[src/hw/bcrb_pkg.sv]
/*
 * Constants of the backlight configuration register bank: register offsets,
 * field positions, power-on values, serial address and protocol states.
 * Assumes nothing beyond a SystemVerilog compiler.
 */
package bcrb_pkg;

    localparam int REG_W = 8;
    localparam int NUM_CFG = 12;
    localparam logic [7:0] MAP_TOP = 8'h0f;
    localparam logic [7:0] UNMAPPED_READ = 8'hff;

    localparam logic [7:0] OFS_LOOP_GAIN_BOOST_OVP_CONTROL = 8'h00;
    localparam logic [7:0] OFS_BOOST_LIMIT_FREQUENCY_CONFIG = 8'h01;
    localparam logic [7:0] OFS_BRIGHTNESS_RAMP_STEP_PERIOD = 8'h02;
    localparam logic [7:0] OFS_DIMMING_CURVE_MAX_CURRENT = 8'h03;
    localparam logic [7:0] OFS_STRING_ENABLE_MASK = 8'h04;
    localparam logic [7:0] OFS_BRIGHTNESS_LOW_BITS = 8'h05;
    localparam logic [7:0] OFS_BRIGHTNESS_HIGH_BITS = 8'h06;
    localparam logic [7:0] OFS_CURRENT_SOURCE_PWM_CONFIG = 8'h07;
    localparam logic [7:0] OFS_STANDBY_SOFT_RESET_CONTROL = 8'h08;
    localparam logic [7:0] OFS_DIM_INPUT_FILTER_CONFIG = 8'h09;
    localparam logic [7:0] OFS_REGULATOR_INIT_CURRENT_TRIM = 8'h0a;
    localparam logic [7:0] OFS_PUMP_RATIO_FREQUENCY_CONFIG = 8'h0b;
    localparam logic [7:0] OFS_NVM_CHECKSUM_LOW = 8'h0c;
    localparam logic [7:0] OFS_NVM_CHECKSUM_HIGH = 8'h0d;
    localparam logic [7:0] OFS_FAULT_FLAGS = 8'h0e;
    localparam logic [7:0] OFS_NVM_WRITE_AND_OPEN_FLAGS = 8'h0f;

    // Factory values of 0x00..0x0b, index 0 in the low byte
    localparam logic [NUM_CFG-1:0][7:0] CFG_RESET = {
        8'h00, 8'h00, 8'h00, 8'h00, 8'h00, 8'h00,
        8'h00, 8'h00, 8'h32, 8'h00, 8'h53, 8'he0};

    // Fields of loop_gain_boost_ovp_control
    localparam int LOOP_GAIN_MSB = 7;
    localparam int LOOP_GAIN_LSB = 5;
    localparam int BOOST_MODE_BIT = 4;
    localparam int OVP_MSB = 3;
    localparam int OVP_LSB = 0;

    // Fields of nvm_write_and_open_flags
    localparam int NVM_CMD_MSB = 7;
    localparam int NVM_CMD_LSB = 3;
    localparam logic [4:0] NVM_CMD_PROGRAM = 5'h12;
    localparam logic [4:0] NVM_CMD_IDLE = 5'h00;

    // Serial address: upper bits fixed, low three from the strap pin
    localparam logic [3:0] ADDR_UPPER = 4'h6;
    localparam logic [1:0] STRAP_GROUND = 2'h0;
    localparam logic [1:0] STRAP_FLOAT = 2'h1;
    localparam logic [1:0] STRAP_SUPPLY = 2'h2;
    localparam logic [2:0] ADDR_LOW_GROUND = 3'h0;
    localparam logic [2:0] ADDR_LOW_FLOAT = 3'h2;
    localparam logic [2:0] ADDR_LOW_SUPPLY = 3'h5;

    localparam logic [3:0] BITS_PER_BYTE = 4'h8;
    localparam logic [3:0] ACK_CLOCKED = 4'h1;

    typedef enum logic [3:0] {
        BCRB_IDLE = 4'h0,
        BCRB_ADDR = 4'h1,
        BCRB_ADDR_ACK = 4'h3,
        BCRB_OFFSET = 4'h2,
        BCRB_OFFSET_ACK = 4'h6,
        BCRB_WDATA = 4'h7,
        BCRB_WDATA_ACK = 4'h5,
        BCRB_RDATA = 4'h4,
        BCRB_RDATA_ACK = 4'hc
    } bcrb_state_t;

endpackage

[src/hw/bcrb_line_if.sv]
/*
 * Carrier between the line sensing module and the protocol logic.
 * Assumes a single clock shared by both ends.
 */
`timescale 1ns/1ns
interface bcrb_line_if;
    logic sclRise;
    logic sclFall;
    logic startSeen;
    logic stopSeen;
    logic sdaLevel;

    modport sense (output sclRise, output sclFall, output startSeen, output stopSeen,
        output sdaLevel);
    modport proto (input sclRise, input sclFall, input startSeen, input stopSeen,
        input sdaLevel);
endinterface

[src/hw/bcrb_line_sense.sv]
/*
 * Edge and bus condition detection on the serial clock and data lines.
 * Assumes both lines are already synchronous to the clock.
 */
`timescale 1ns/1ns
module bcrb_line_sense (
    input wire logic clock,
    input wire logic resetn,
    input wire logic scl,
    input wire logic sdaIn,
    bcrb_line_if.sense line
);
    logic sclLast;
    logic sdaLast;

    // Idle bus is high on both lines, so reset to high avoids a false clock rise
    always_ff @(posedge clock) begin
        if (!resetn) begin
            sclLast <= 1'b1;
            sdaLast <= 1'b1;
        end else begin
            sclLast <= scl;
            sdaLast <= sdaIn;
        end
    end

    assign line.sclRise = scl & ~sclLast;
    assign line.sclFall = ~scl & sclLast;
    assign line.startSeen = scl & sclLast & sdaLast & ~sdaIn;
    assign line.stopSeen = scl & sclLast & ~sdaLast & sdaIn;
    assign line.sdaLevel = sdaIn;
endmodule

[src/hw/bcrb_top.sv]
/*
 * Register bank of a backlight boost driver, reached as a serial bus slave.
 * Assumes the master keeps to the bus protocol and that scl and sdaIn are
 * synchronous to clock; the data line is open drain, driven low only.
 */
// Function
// [RULE_01] With strap grounded, answer seven-bit address 0110000, byte 0x60 with direction.
// [RULE_02] Offset zero resets to 0xE0; reset values are factory defaults.
// [RULE_03] Offset zero bits 7..5 select loop gain, 000 highest, 2 dB steps.
// [RULE_04] Bit 4: 0 discontinuous switching, 1 forced continuous allowing negative current.
// [RULE_05] Bits 3..0: over-voltage threshold 47.5V at 0000, 1.875V lower per step.
// [RULE_06] Single write is start, address, offset, data; each byte acknowledged.
// [RULE_07] Written byte lands on the falling edge ending its acknowledge.
// [RULE_08] Reads outside the register map return FFh.
`timescale 1ns/1ns
module bcrb_top (
    input wire logic clock,
    input wire logic resetn,
    input wire logic scl,
    input wire logic sdaIn,
    output logic sdaOut,
    output logic sdaOe,
    input wire logic [1:0] addrStrap,
    input wire logic [7:0] checksumLow,
    input wire logic [7:0] checksumHigh,
    input wire logic [7:0] faultFlags,
    input wire logic nvmWriteDone,
    input wire logic nvmCrcOk,
    input wire logic ledOpen,
    output logic [2:0] loopGainSelect,
    output logic continuousConduction,
    output logic [3:0] overvoltageThresholdCode,
    output logic [bcrb_pkg::NUM_CFG*bcrb_pkg::REG_W-1:0] configRegs,
    output logic nvmProgramBusy
);
    bcrb_line_if line ();

    bcrb_line_sense u_sense (
        .clock(clock),
        .resetn(resetn),
        .scl(scl),
        .sdaIn(sdaIn),
        .line(line)
    );

    bcrb_pkg::bcrb_state_t state;
    logic [3:0] bitCount;
    logic [7:0] shiftIn;
    logic [7:0] shiftOut;
    logic [7:0] pointer;
    logic [6:0] ownAddress;
    logic [bcrb_pkg::NUM_CFG-1:0][7:0] cfg;
    logic [4:0] nvmCommand;
    logic byteDone;
    logic ackClocked;
    logic addressHit;
    logic readRequest;
    logic writeStrobe;
    logic masterAcked;
    logic ackPhase;
    logic [7:0] readByte;

    function automatic logic [2:0] strapLow(input logic [1:0] code);
        case (code)
            bcrb_pkg::STRAP_GROUND: strapLow = bcrb_pkg::ADDR_LOW_GROUND;
            bcrb_pkg::STRAP_FLOAT: strapLow = bcrb_pkg::ADDR_LOW_FLOAT;
            bcrb_pkg::STRAP_SUPPLY: strapLow = bcrb_pkg::ADDR_LOW_SUPPLY;
            default: strapLow = bcrb_pkg::ADDR_LOW_GROUND;
        endcase
    endfunction

    function automatic logic [7:0] readMux(input logic [7:0] ofs);
        if (ofs < bcrb_pkg::OFS_NVM_CHECKSUM_LOW) begin
            readMux = cfg[ofs[3:0]];
        end else begin
            case (ofs)
                bcrb_pkg::OFS_NVM_CHECKSUM_LOW: readMux = checksumLow;
                bcrb_pkg::OFS_NVM_CHECKSUM_HIGH: readMux = checksumHigh;
                bcrb_pkg::OFS_FAULT_FLAGS: readMux = faultFlags;
                bcrb_pkg::OFS_NVM_WRITE_AND_OPEN_FLAGS:
                    readMux = {nvmCommand, nvmWriteDone, nvmCrcOk, ledOpen};
                default: readMux = bcrb_pkg::UNMAPPED_READ; // [RULE_08]
            endcase
        end
    endfunction

    function automatic logic isAckPhase(input bcrb_pkg::bcrb_state_t st);
        case (st)
            bcrb_pkg::BCRB_ADDR_ACK,
            bcrb_pkg::BCRB_OFFSET_ACK,
            bcrb_pkg::BCRB_WDATA_ACK,
            bcrb_pkg::BCRB_RDATA_ACK: isAckPhase = 1'b1;
            default: isAckPhase = 1'b0;
        endcase
    endfunction

    // A process, not a continuous assignment, so register and input changes re-evaluate it
    always_comb begin
        readByte = readMux(pointer);
    end

    // The strap is caught while reset is held, so later pin noise cannot move the address
    always_ff @(posedge clock) begin
        if (!resetn) begin
            ownAddress <= {bcrb_pkg::ADDR_UPPER, strapLow(addrStrap)}; // [RULE_01]
        end
    end

    assign byteDone = line.sclFall && (bitCount == bcrb_pkg::BITS_PER_BYTE);
    assign ackPhase = isAckPhase(state);
    // Qualified by state, since the first data bit of a byte also leaves the count at one
    assign ackClocked = line.sclFall && ackPhase && (bitCount == bcrb_pkg::ACK_CLOCKED);
    assign addressHit = (shiftIn[7:1] == ownAddress); // [RULE_01]
    assign readRequest = shiftIn[0];
    assign writeStrobe = (state == bcrb_pkg::BCRB_WDATA_ACK) && ackClocked; // [RULE_07]

    // Bit counter: data bits count up to eight, the acknowledge clock counts one
    always_ff @(posedge clock) begin
        if (!resetn) begin
            bitCount <= 4'h0;
        end else if (line.startSeen || line.stopSeen || byteDone || ackClocked) begin
            bitCount <= 4'h0;
        end else if (line.sclRise) begin
            bitCount <= bitCount + 4'h1;
        end
    end

    always_ff @(posedge clock) begin
        if (!resetn) begin
            shiftIn <= 8'h00;
        end else if (line.sclRise && !ackPhase) begin
            // Acknowledge clock is not shifted, so the byte stays whole until its end
            shiftIn <= {shiftIn[6:0], line.sdaLevel};
        end
    end

    always_ff @(posedge clock) begin
        if (!resetn) begin
            masterAcked <= 1'b0;
        end else if (line.sclRise && state == bcrb_pkg::BCRB_RDATA_ACK) begin
            masterAcked <= ~line.sdaLevel;
        end
    end

    // Protocol sequence; a start anywhere restarts address reception
    always_ff @(posedge clock) begin
        if (!resetn) begin
            state <= bcrb_pkg::BCRB_IDLE;
        end else if (line.startSeen) begin
            state <= bcrb_pkg::BCRB_ADDR;
        end else if (line.stopSeen) begin
            state <= bcrb_pkg::BCRB_IDLE;
        end else begin
            case (state)
                bcrb_pkg::BCRB_IDLE: state <= bcrb_pkg::BCRB_IDLE;
                bcrb_pkg::BCRB_ADDR: begin
                    if (byteDone) begin
                        state <= addressHit ? bcrb_pkg::BCRB_ADDR_ACK : bcrb_pkg::BCRB_IDLE;
                    end
                end
                bcrb_pkg::BCRB_ADDR_ACK: begin
                    if (ackClocked) begin
                        state <= readRequest ? bcrb_pkg::BCRB_RDATA : bcrb_pkg::BCRB_OFFSET;
                    end
                end
                bcrb_pkg::BCRB_OFFSET: begin
                    if (byteDone) begin
                        state <= bcrb_pkg::BCRB_OFFSET_ACK; // [RULE_06]
                    end
                end
                bcrb_pkg::BCRB_OFFSET_ACK: begin
                    if (ackClocked) begin
                        state <= bcrb_pkg::BCRB_WDATA;
                    end
                end
                bcrb_pkg::BCRB_WDATA: begin
                    if (byteDone) begin
                        state <= bcrb_pkg::BCRB_WDATA_ACK; // [RULE_06]
                    end
                end
                bcrb_pkg::BCRB_WDATA_ACK: begin
                    if (ackClocked) begin
                        state <= bcrb_pkg::BCRB_WDATA;
                    end
                end
                bcrb_pkg::BCRB_RDATA: begin
                    if (byteDone) begin
                        state <= bcrb_pkg::BCRB_RDATA_ACK;
                    end
                end
                bcrb_pkg::BCRB_RDATA_ACK: begin
                    if (ackClocked) begin
                        state <= masterAcked ? bcrb_pkg::BCRB_RDATA : bcrb_pkg::BCRB_IDLE;
                    end
                end
                default: state <= bcrb_pkg::BCRB_IDLE;
            endcase
        end
    end

    // Pointer advances after every data byte, so bursts walk the map
    always_ff @(posedge clock) begin
        if (!resetn) begin
            pointer <= 8'h00;
        end else if (state == bcrb_pkg::BCRB_OFFSET && byteDone) begin
            pointer <= shiftIn;
        end else if (writeStrobe) begin
            pointer <= pointer + 8'h01;
        end else if (state == bcrb_pkg::BCRB_RDATA && byteDone) begin
            pointer <= pointer + 8'h01;
        end
    end

    // Transmit shifter: loaded when the master's clock falls into the data phase
    always_ff @(posedge clock) begin
        if (!resetn) begin
            shiftOut <= 8'hff;
        end else if (ackClocked && (state == bcrb_pkg::BCRB_ADDR_ACK ||
                state == bcrb_pkg::BCRB_RDATA_ACK)) begin
            shiftOut <= readByte; // [RULE_08]
        end else if (state == bcrb_pkg::BCRB_RDATA && line.sclFall) begin
            shiftOut <= {shiftOut[6:0], 1'b1};
        end
    end

    // Open drain: only ever pull low; changes happen on clock fall while scl is low
    always_ff @(posedge clock) begin
        if (!resetn) begin
            sdaOe <= 1'b0;
        end else if (line.startSeen || line.stopSeen) begin
            sdaOe <= 1'b0;
        end else if (byteDone && ((state == bcrb_pkg::BCRB_ADDR && addressHit) ||
                state == bcrb_pkg::BCRB_OFFSET || state == bcrb_pkg::BCRB_WDATA)) begin
            sdaOe <= 1'b1; // [RULE_06]
        end else if (ackClocked && state == bcrb_pkg::BCRB_ADDR_ACK && readRequest) begin
            sdaOe <= ~readByte[7];
        end else if (ackClocked && state == bcrb_pkg::BCRB_RDATA_ACK && masterAcked) begin
            sdaOe <= ~readByte[7];
        end else if (state == bcrb_pkg::BCRB_RDATA && line.sclFall) begin
            // After the eighth bit the line is released for the master's answer
            sdaOe <= byteDone ? 1'b0 : ~shiftOut[6];
        end else if (ackClocked) begin
            sdaOe <= 1'b0;
        end
    end

    assign sdaOut = 1'b0;

    // Writable configuration; offsets past the writable range are ignored
    genvar gi;
    generate
        for (gi = 0; gi < bcrb_pkg::NUM_CFG; gi++) begin : g_cfg
            always_ff @(posedge clock) begin
                if (!resetn) begin
                    cfg[gi] <= bcrb_pkg::CFG_RESET[gi]; // [RULE_02]
                end else if (writeStrobe && pointer == 8'(gi)) begin
                    cfg[gi] <= shiftIn; // [RULE_07]
                end
            end
        end
    endgenerate

    // Completion from the memory wins over a same-cycle write of the command
    always_ff @(posedge clock) begin
        if (!resetn) begin
            nvmCommand <= bcrb_pkg::NVM_CMD_IDLE;
        end else if (nvmWriteDone) begin
            nvmCommand <= bcrb_pkg::NVM_CMD_IDLE;
        end else if (writeStrobe && pointer == bcrb_pkg::OFS_NVM_WRITE_AND_OPEN_FLAGS) begin
            nvmCommand <= shiftIn[bcrb_pkg::NVM_CMD_MSB:bcrb_pkg::NVM_CMD_LSB];
        end
    end

    assign nvmProgramBusy = (nvmCommand == bcrb_pkg::NVM_CMD_PROGRAM);

    // Control fields of offset zero feeding the analog loop
    assign loopGainSelect = cfg[0][bcrb_pkg::LOOP_GAIN_MSB:bcrb_pkg::LOOP_GAIN_LSB]; // [RULE_03]
    assign continuousConduction = cfg[0][bcrb_pkg::BOOST_MODE_BIT]; // [RULE_04]
    assign overvoltageThresholdCode = cfg[0][bcrb_pkg::OVP_MSB:bcrb_pkg::OVP_LSB]; // [RULE_05]
    assign configRegs = cfg;
endmodule

[config.mk]
export PLATFORM = sky130hd
export DESIGN_NAME = bcrb_top
export DESIGN_NICKNAME = d
export VERILOG_FILES = /design/src/hw/bcrb_pkg.sv /design/src/hw/bcrb_line_if.sv /design/src/hw/bcrb_line_sense.sv /design/src/hw/bcrb_top.sv
export SDC_FILE = /design/constraint.sdc
export NUM_CORES = 1
export LEC_CHECK = 0
export ABC_AREA = 1
export BUFFER_PORTS_ARGS = -buffer_cell sky130_fd_sc_hd__buf_4
export CAP_MARGIN = 10
export CORE_MARGIN = 2
export CORE_UTILIZATION = 55
export CTS_CLUSTER_SIZE = 10
export DETAILED_ROUTE_END_ITERATION = 12
export HOLD_SLACK_MARGIN = 0.1
export PLACE_DENSITY = 0.81
export SYNTH_ARGS = -nofsm -noshare
export SYNTH_HDL_FRONTEND = slang
export SYNTH_SLANG_ARGS = --single-unit
export TNS_END_PERCENT = 50
[constraint.sdc]
create_clock -name clock -period 2.8 [get_ports clock]
set_clock_uncertainty 0.05 [all_clocks]
set_input_delay 0.84 -clock clock [delete_from_list [all_inputs] [get_ports clock]]
set_output_delay 0.84 -clock clock [all_outputs]
set_load 0.02 [all_outputs]
==> results of run 1 <==
==> flip-flops by register name (all words and copies together), names as in the netlist <==
signal           count
bitCount             4
shiftOut             7
nvmCommand           5
shiftIn              8
pointer              8
u_sense.sclLast      1
masterAcked          1
ownAddress           2
configRegs          96
state                4
sdaOe                1
u_sense.sdaLast      1
==> power by group <==
group	leakage (nW)	internal, mW	total, mW	switching [mW]
registers	1.12	1.98	2.00	0.0165
clock network	0.285	1.39	2.22	0.831
logic	2.73	0.0540	0.158	0.104
==> metal layers <==
metal  GRT usage (%)  routed length [microns]  vias up
met2            48.6                    10700      441
met4            14.6                      865        0
met1            44.7                     9700     3739
met5               0                        0        -
met3            8.22                     2610       67
li1                -                        -     3939
==> how the worst max path moves through the flow <==
| stage | from | to | cells past startpoint |
|---|---|---|---|
| 3_5_place_dp | scl | configRegs[5] | 10 |
| 3_3_place_gp | scl | configRegs[28] | 10 |
| 4_1_cts | pointer[1] | configRegs[29] | 6 |
| 6_report | pointer[1] | configRegs[29] | 6 |
| 5_1_grt | pointer[1] | configRegs[29] | 6 |
| 2_1_floorplan | scl | configRegs[25] | 10 |
==> through the flow <==
stage / total power, mW / util [%] / cell area [sq um] / hold slack [ps]
detailed placement: 2.19 / 64.7 / 8600 / 418
floorplan: 2.11 / - / 7540 / 395
finish: 4.38 / 69.0 / 9180 / 425
CTS: 4.38 / 69.0 / 9180 / 426
global route: 4.50 / 69.0 / 9180 / 440
global placement: 2.19 / 64.7 / 8600 / 415
==> area by class of cell <==
class | instances | area [sq um]
Tap cell | 176 | 220
Multi-Input combinational cell | 822 | 3920
Timing Repair Buffer | 160 | 1240
Inverter | 117 | 439
Sequential cell | 138 | 2780
Clock buffer | 23 | 488
Clock inverter | 7 | 91.3
Fill cell | 1192 | 4120
==> cells in the mapped netlist, types with 2 or more instances <==
master    number  area, sq um
a21boi_1       2         15.0
a21oi_1      116          581
buf_1          6         22.5
buf_2         13         65.1
buf_4         12         90.1
buf_6          9          101
clkbuf_1      31          116
dfxtp_1      136         2720
edfxtp_1       2         60.1
ha_1           7         87.6
inv_1        110          413
inv_2          6         22.5
nand2_1      357         1340
nand3_1      149          746
nand4_1       32          200
nor2_1        70          263
nor2_2         2         12.5
nor2_4         5         56.3
nor3_1         4         20.0
nor3_2         3         30.0
nor3_4         8          130
o211ai_1      10         75.1
o211ai_2       3         37.5
o21ai_0       39          195
or2_2          2         12.5
xor2_1         4         35.0
==> critical path: cells and delay by family, from the launching register on <==
kind                     cells  cell delay [ps]
AND/OR/NAND/NOR              3             1100
flip-flops                   1              660
AO/OA/AOI/OAI                1               80
adder cells (fa/ha/maj)      1              310
buffers and inverters        1              190
==> cells by family after synthesis <==
group	count (synthesis)	synth area share, %
AOI/OAI and AO/OA	171	12.1
xor gates and xnor gates	5	0.581
adders and majority gates	7	1.16
buffers and inverters	188	11.1
DFF	138	36.9
other	1	0.0498
and+or+nand+nor	638	38.1
==> summary.txt, run 1 <==
clock latency on the worst-skew pair: 430 ps
vias per std cell: 5.67
Worst Path Arrival: 2780 ps
flop-to-flop setup slack: 270 ps
routed len/inst: 16.5 microns
root buf cell: clkbuf_16
hold_buf cts: 0
Tcrit/Tclk final: 90.4%
cell count after synthesis: 1148
count of final hold-check violations: 0
Hold Crit Depth: 2
CTS H-tree lvls: 4
Leakage: 4.14 nW
die area: 14700 sq um
Die W: 121 microns
RSZ-0062 raised after global routing: no
critical-path cell list: ha_1 > inv_1 > nor3_2 > nand2_1 > nand2_1 > o211ai_2
antenna diode count: 0
Max Cap Viol: 0
Top Ports: 140
placed wire-length estimate: 16500 microns
most frequent cells in the layout: nand2_1, buf_4, nand3_1
die height: 121 microns
Slew @ Worst Pin: 695 ps
first-pass GRT wire length: 37300 microns
P per Cell Area: 477 nW/um^2
Initial Util: 56.7%
Syn. warnings: 0
Netlist cell types: 36
Post-synth EDFFs: 2
Longest Clk Path Bufs: 2
routed vias: 8186
core area: 13300 sq um
ys async rst share: 0%
Fmax: 0.395 GHz
Worst R2R Start: pointer[1]
setup TNS: 0 ps
Slew HR: 53.1%
CP max stage cell: dfxtp_1
Slew Limit Fails: 0
CP Max Fanout: 12
fin nets: 1296
crit path launch type: register
FF-to-FF End: configRegs[29]
Worst Path Required: 3050 ps
Hold Crit Start: configRegs[70]
drt total wl: 23800 microns
setup bufs post-CTS: 0
worst reg2reg path depth: 6
CP dominant cell by count: nand2_1
vias in the first global route: 7157
CTS tree: done
# port buffers: 138
GPL Wtd Cong: 0.977
Synth Flop Type: dfxtp_1
status: finished, final reports clean
DR iter-0 viols: 1151
global route total overflow: 0
post-cts resize count: 0
Post-DRT Antenna Nets: 0
CP Class: reg2reg
Post-Syn Area: 7540 sq um
post-route insts no fill: 1443
syn avg cell area: 6.56 sq um
# clock sinks: 138
initial antenna violation count: 0
# setup viols final: 0
Worst Hold Class: reg2reg
maximum vdd drop: 0.410 mV
worst stage delay on the critical path: 660 ps
sequential cell area fraction in the yosys report: 36.9%
detailed-route DRC error count: 0
post-route setup slack: 268 ps
1st-pass router iterations: 5
CTS clk-pin slew, worst paths: 60 ps
dpl cells: 1413
Area Growth Syn to Fin: 21.8%
Synth Net Count: 1188
register bit total from synthesis: 138
row count: 42
largest net degree at the start of global routing: 86
post-route minimum period: 2530 ps
Critical Path Sink Type: register
Post-Place Worst Slack: 80.5 ps
commonest non-fill, non-tap cell in the layout: nand2_1
share of cells above drive strength 1: 17.6%
Num CTS Buffers: 17
Hold EP: configRegs[70]
gr usage total: 32.7%
(Power assumes the default switching activity.)
==> run 2, diff against run 1 <==
--- a/config.mk
+++ b/config.mk
@@ -6,14 +6,14 @@
 export NUM_CORES = 1
 export LEC_CHECK = 0
 export ABC_AREA = 1
-export BUFFER_PORTS_ARGS = -buffer_cell sky130_fd_sc_hd__buf_4
 export CAP_MARGIN = 10
 export CORE_MARGIN = 2
 export CORE_UTILIZATION = 55
 export CTS_CLUSTER_SIZE = 10
 export DETAILED_ROUTE_END_ITERATION = 12
+export DONT_BUFFER_PORTS = 1
 export HOLD_SLACK_MARGIN = 0.1
-export PLACE_DENSITY = 0.81
+export PLACE_DENSITY = 0.72
 export SYNTH_ARGS = -nofsm -noshare
 export SYNTH_HDL_FRONTEND = slang
 export SYNTH_SLANG_ARGS = --single-unit
==> constraint.sdc (replaced) <==
create_clock -name clock -period 2.8 [get_ports clock]
set_clock_uncertainty 0.05 [all_clocks]
set_input_delay 0.14 -clock clock [delete_from_list [all_inputs] [get_ports clock]]
set_output_delay 0.14 -clock clock [all_outputs]
set_load 0.02 [all_outputs]
==> run 2 against run 1 <==
  * Design area is 9.9% lower
  * Die area stayed put
  * Via count is 8.1% lower
  * Sequential share of layout area is 3.3 points higher
  * Clock power is 11% higher
  * First-iteration DRC count is 25% lower
  * Wire length is 2.1% lower
  * Critical path depth is 8 higher
  * Sequential power hardly changed
  * Largest power group unchanged
==> summary.txt, run 2 (synthesis gave the netlist of run 1 again) <==
1st-pass router iterations: 6 (+1)
largest net degree at the start of global routing: 83 (-3.5%)
CTS clk-pin slew, worst paths: 60 ps (about the same)
count of final hold-check violations: 0 (unchanged)
post-route minimum period: 2500 ps (-30.6 ps)
flip-flop count of the largest register after layout: 96 (unchanged)
Critical Path Sink Type: register
Tcrit/Tclk final: 89.3% (-1.1 points)
setup TNS: 0 ps (unchanged)
Initial Util: 56.7% (unchanged)
root buf cell: clkbuf_16
Area after DPL: 7500 sq um (-13%)
Top Ports: 140 (unchanged)
drt total wl: 23300 microns (-2.1%)
placed wire-length estimate: 16000 microns (-3.1%)
# clock sinks: 138 (unchanged)
Fmax: 0.400 GHz (+1.2%)
CP Class: reg2reg
Worst Hold Class: in2reg
vias in the first global route: 6603 (-7.7%)
global route total overflow: 0 (unchanged)
DR iter-0 viols: 860 (-25%)
core area: 13300 sq um (unchanged)
P per Cell Area: 555 nW/um^2 (+16%)
Worst Path Arrival: 2830 ps (+50 ps)
post-route cell area: 8280 sq um (-9.9%)
Leakage: 3.45 nW (-16%)
routed len/inst: 17.8 microns (+7.7%)
Slew @ Worst Pin: 899 ps (+203 ps)
Post-DRT Antenna Nets: 0 (unchanged)
crit path launch type: register
CP Max Fanout: 16 (+4)
Area Growth Syn to Fin: 9.81%
routed vias: 7525 (-8.1%)
Hold Crit Start: faultFlags[2]
Worst Path Required: 3130 ps (+80 ps)
gr usage total: 31.8% (-0.88 points)
first-pass GRT wire length: 35900 microns (-3.8%)
Die W: 121 microns (unchanged)
antenna diode count: 0 (unchanged)
Slew HR: 40.1% (-13 points)
clock latency on the worst-skew pair: 440 ps (about the same)
# port buffers: 0 (-100%)
Max Cap Viol: 0 (unchanged)
Worst R2R Start: pointer[0]
commonest non-fill, non-tap cell in the layout: nand2_1
die area: 14700 sq um (unchanged)
die height: 121 microns (unchanged)
detailed-route DRC error count: 0 (unchanged)
Num CTS Buffers: 17 (unchanged)
most frequent cells in the layout: nand2_1, nand3_1, dfxtp_1
Tot Pwr: 4.59 mW (+4.9%)
CTS tree: done
vias per std cell: 5.74 (+1.1%)
row count: 42 (unchanged)
GPL Wtd Cong: 0.959 (-1.8%)
fin nets: 1163 (-10%)
CTS H-tree lvls: 4 (unchanged)
share of cells above drive strength 1: 7.66% (-9.9 points)
maximum vdd drop: 0.411 mV (+0.22%)
initial antenna violation count: 0 (unchanged)
worst hold margin: 114 ps (-312 ps)
Slew Limit Fails: 0 (unchanged)
status: finished, final reports clean
CP startpoint: pointer[0]
RSZ-0062 raised after global routing: no
Longest Clk Path Bufs: 2 (unchanged)
# setup viols final: 0 (unchanged)
## run 2: cell count changes in the layout (fill, tap and decap cells not counted), sizes merged
cell	previous run	this run
bufinv	2	4
buf	160	17
dlygate4sd3	0	10
clkbuf	23	20
inv	116	119
## run 2: layout make-up
type	count	area, sq um
repair buffers	27	256
clock buffers	20	457
fillers	1289	5020
well taps	176	220
multi-input cells	822	3930
flip-flops and latches	138	2780
clock inverters	12	185
inverters	117	439
## run 2: routing by layer
layer	vias to the layer above	global-route usage (%)	part of all wire (%)
met5	-	0	0
met4	0	10.6	2.0
met3	41	9.77	12
met2	387	47.0	44
met1	3420	44.1	43
li1	3677	-	-
## run 2: what timing repair did
| action | CTS | global route |
|---|---|---|
| buffers inserted | 0 | 0 |
| gates resized for setup | 0 | 4 |
| hold buffers | 11 | 0 |
| endpoints found under the setup margin | 0 | 1 |
| hold endpoints to repair | 51 | 0 |
## run 2: power by group
group / switching (mW) / total (mW) / internal (mW)
sequential: 0.0271 / 2.01 / 1.98
clock: 0.914 / 2.46 / 1.55
combinational: 0.0885 / 0.121 / 0.0327
total: 1.03 / 4.59 / 3.56
## run 2: path summary, 6_finish.rpt
check | slack (ps) | depth (start not counted) | endpoint
worst max-delay path | 300 | 14 | shiftOut[0]
worst min-delay path | 110 | 8 | shiftOut[2]
worst max register to register | 300 | 14 | shiftOut[0]
worst min register to register | 440 | 2 | nvmCommand[0]
## run 2: worst max-delay path, cell delays in order, from the launching register on
cell and delay [ps]:
dfxtp_2 520, ha_1 250, inv_1 180, nor2_4 280, inv_1 60, nor2_1 150
nand2_1 70, nand2_1 60, nor2_1 40, nand2_1 50, nand2_1 50, nand2_1 50
nand2_1 50, nand2_1 40, dlygate4sd3_1 530
## run 2: per-stage QoR
step	std cells	setup WS, ps	utilization, %
floorplan	1148	701	-
CTS	1312	132	62.1
global route	1312	96.7	62.2
finish	1312	299	62.2
global placement	1269	498	56.4
detailed placement	1269	441	56.4
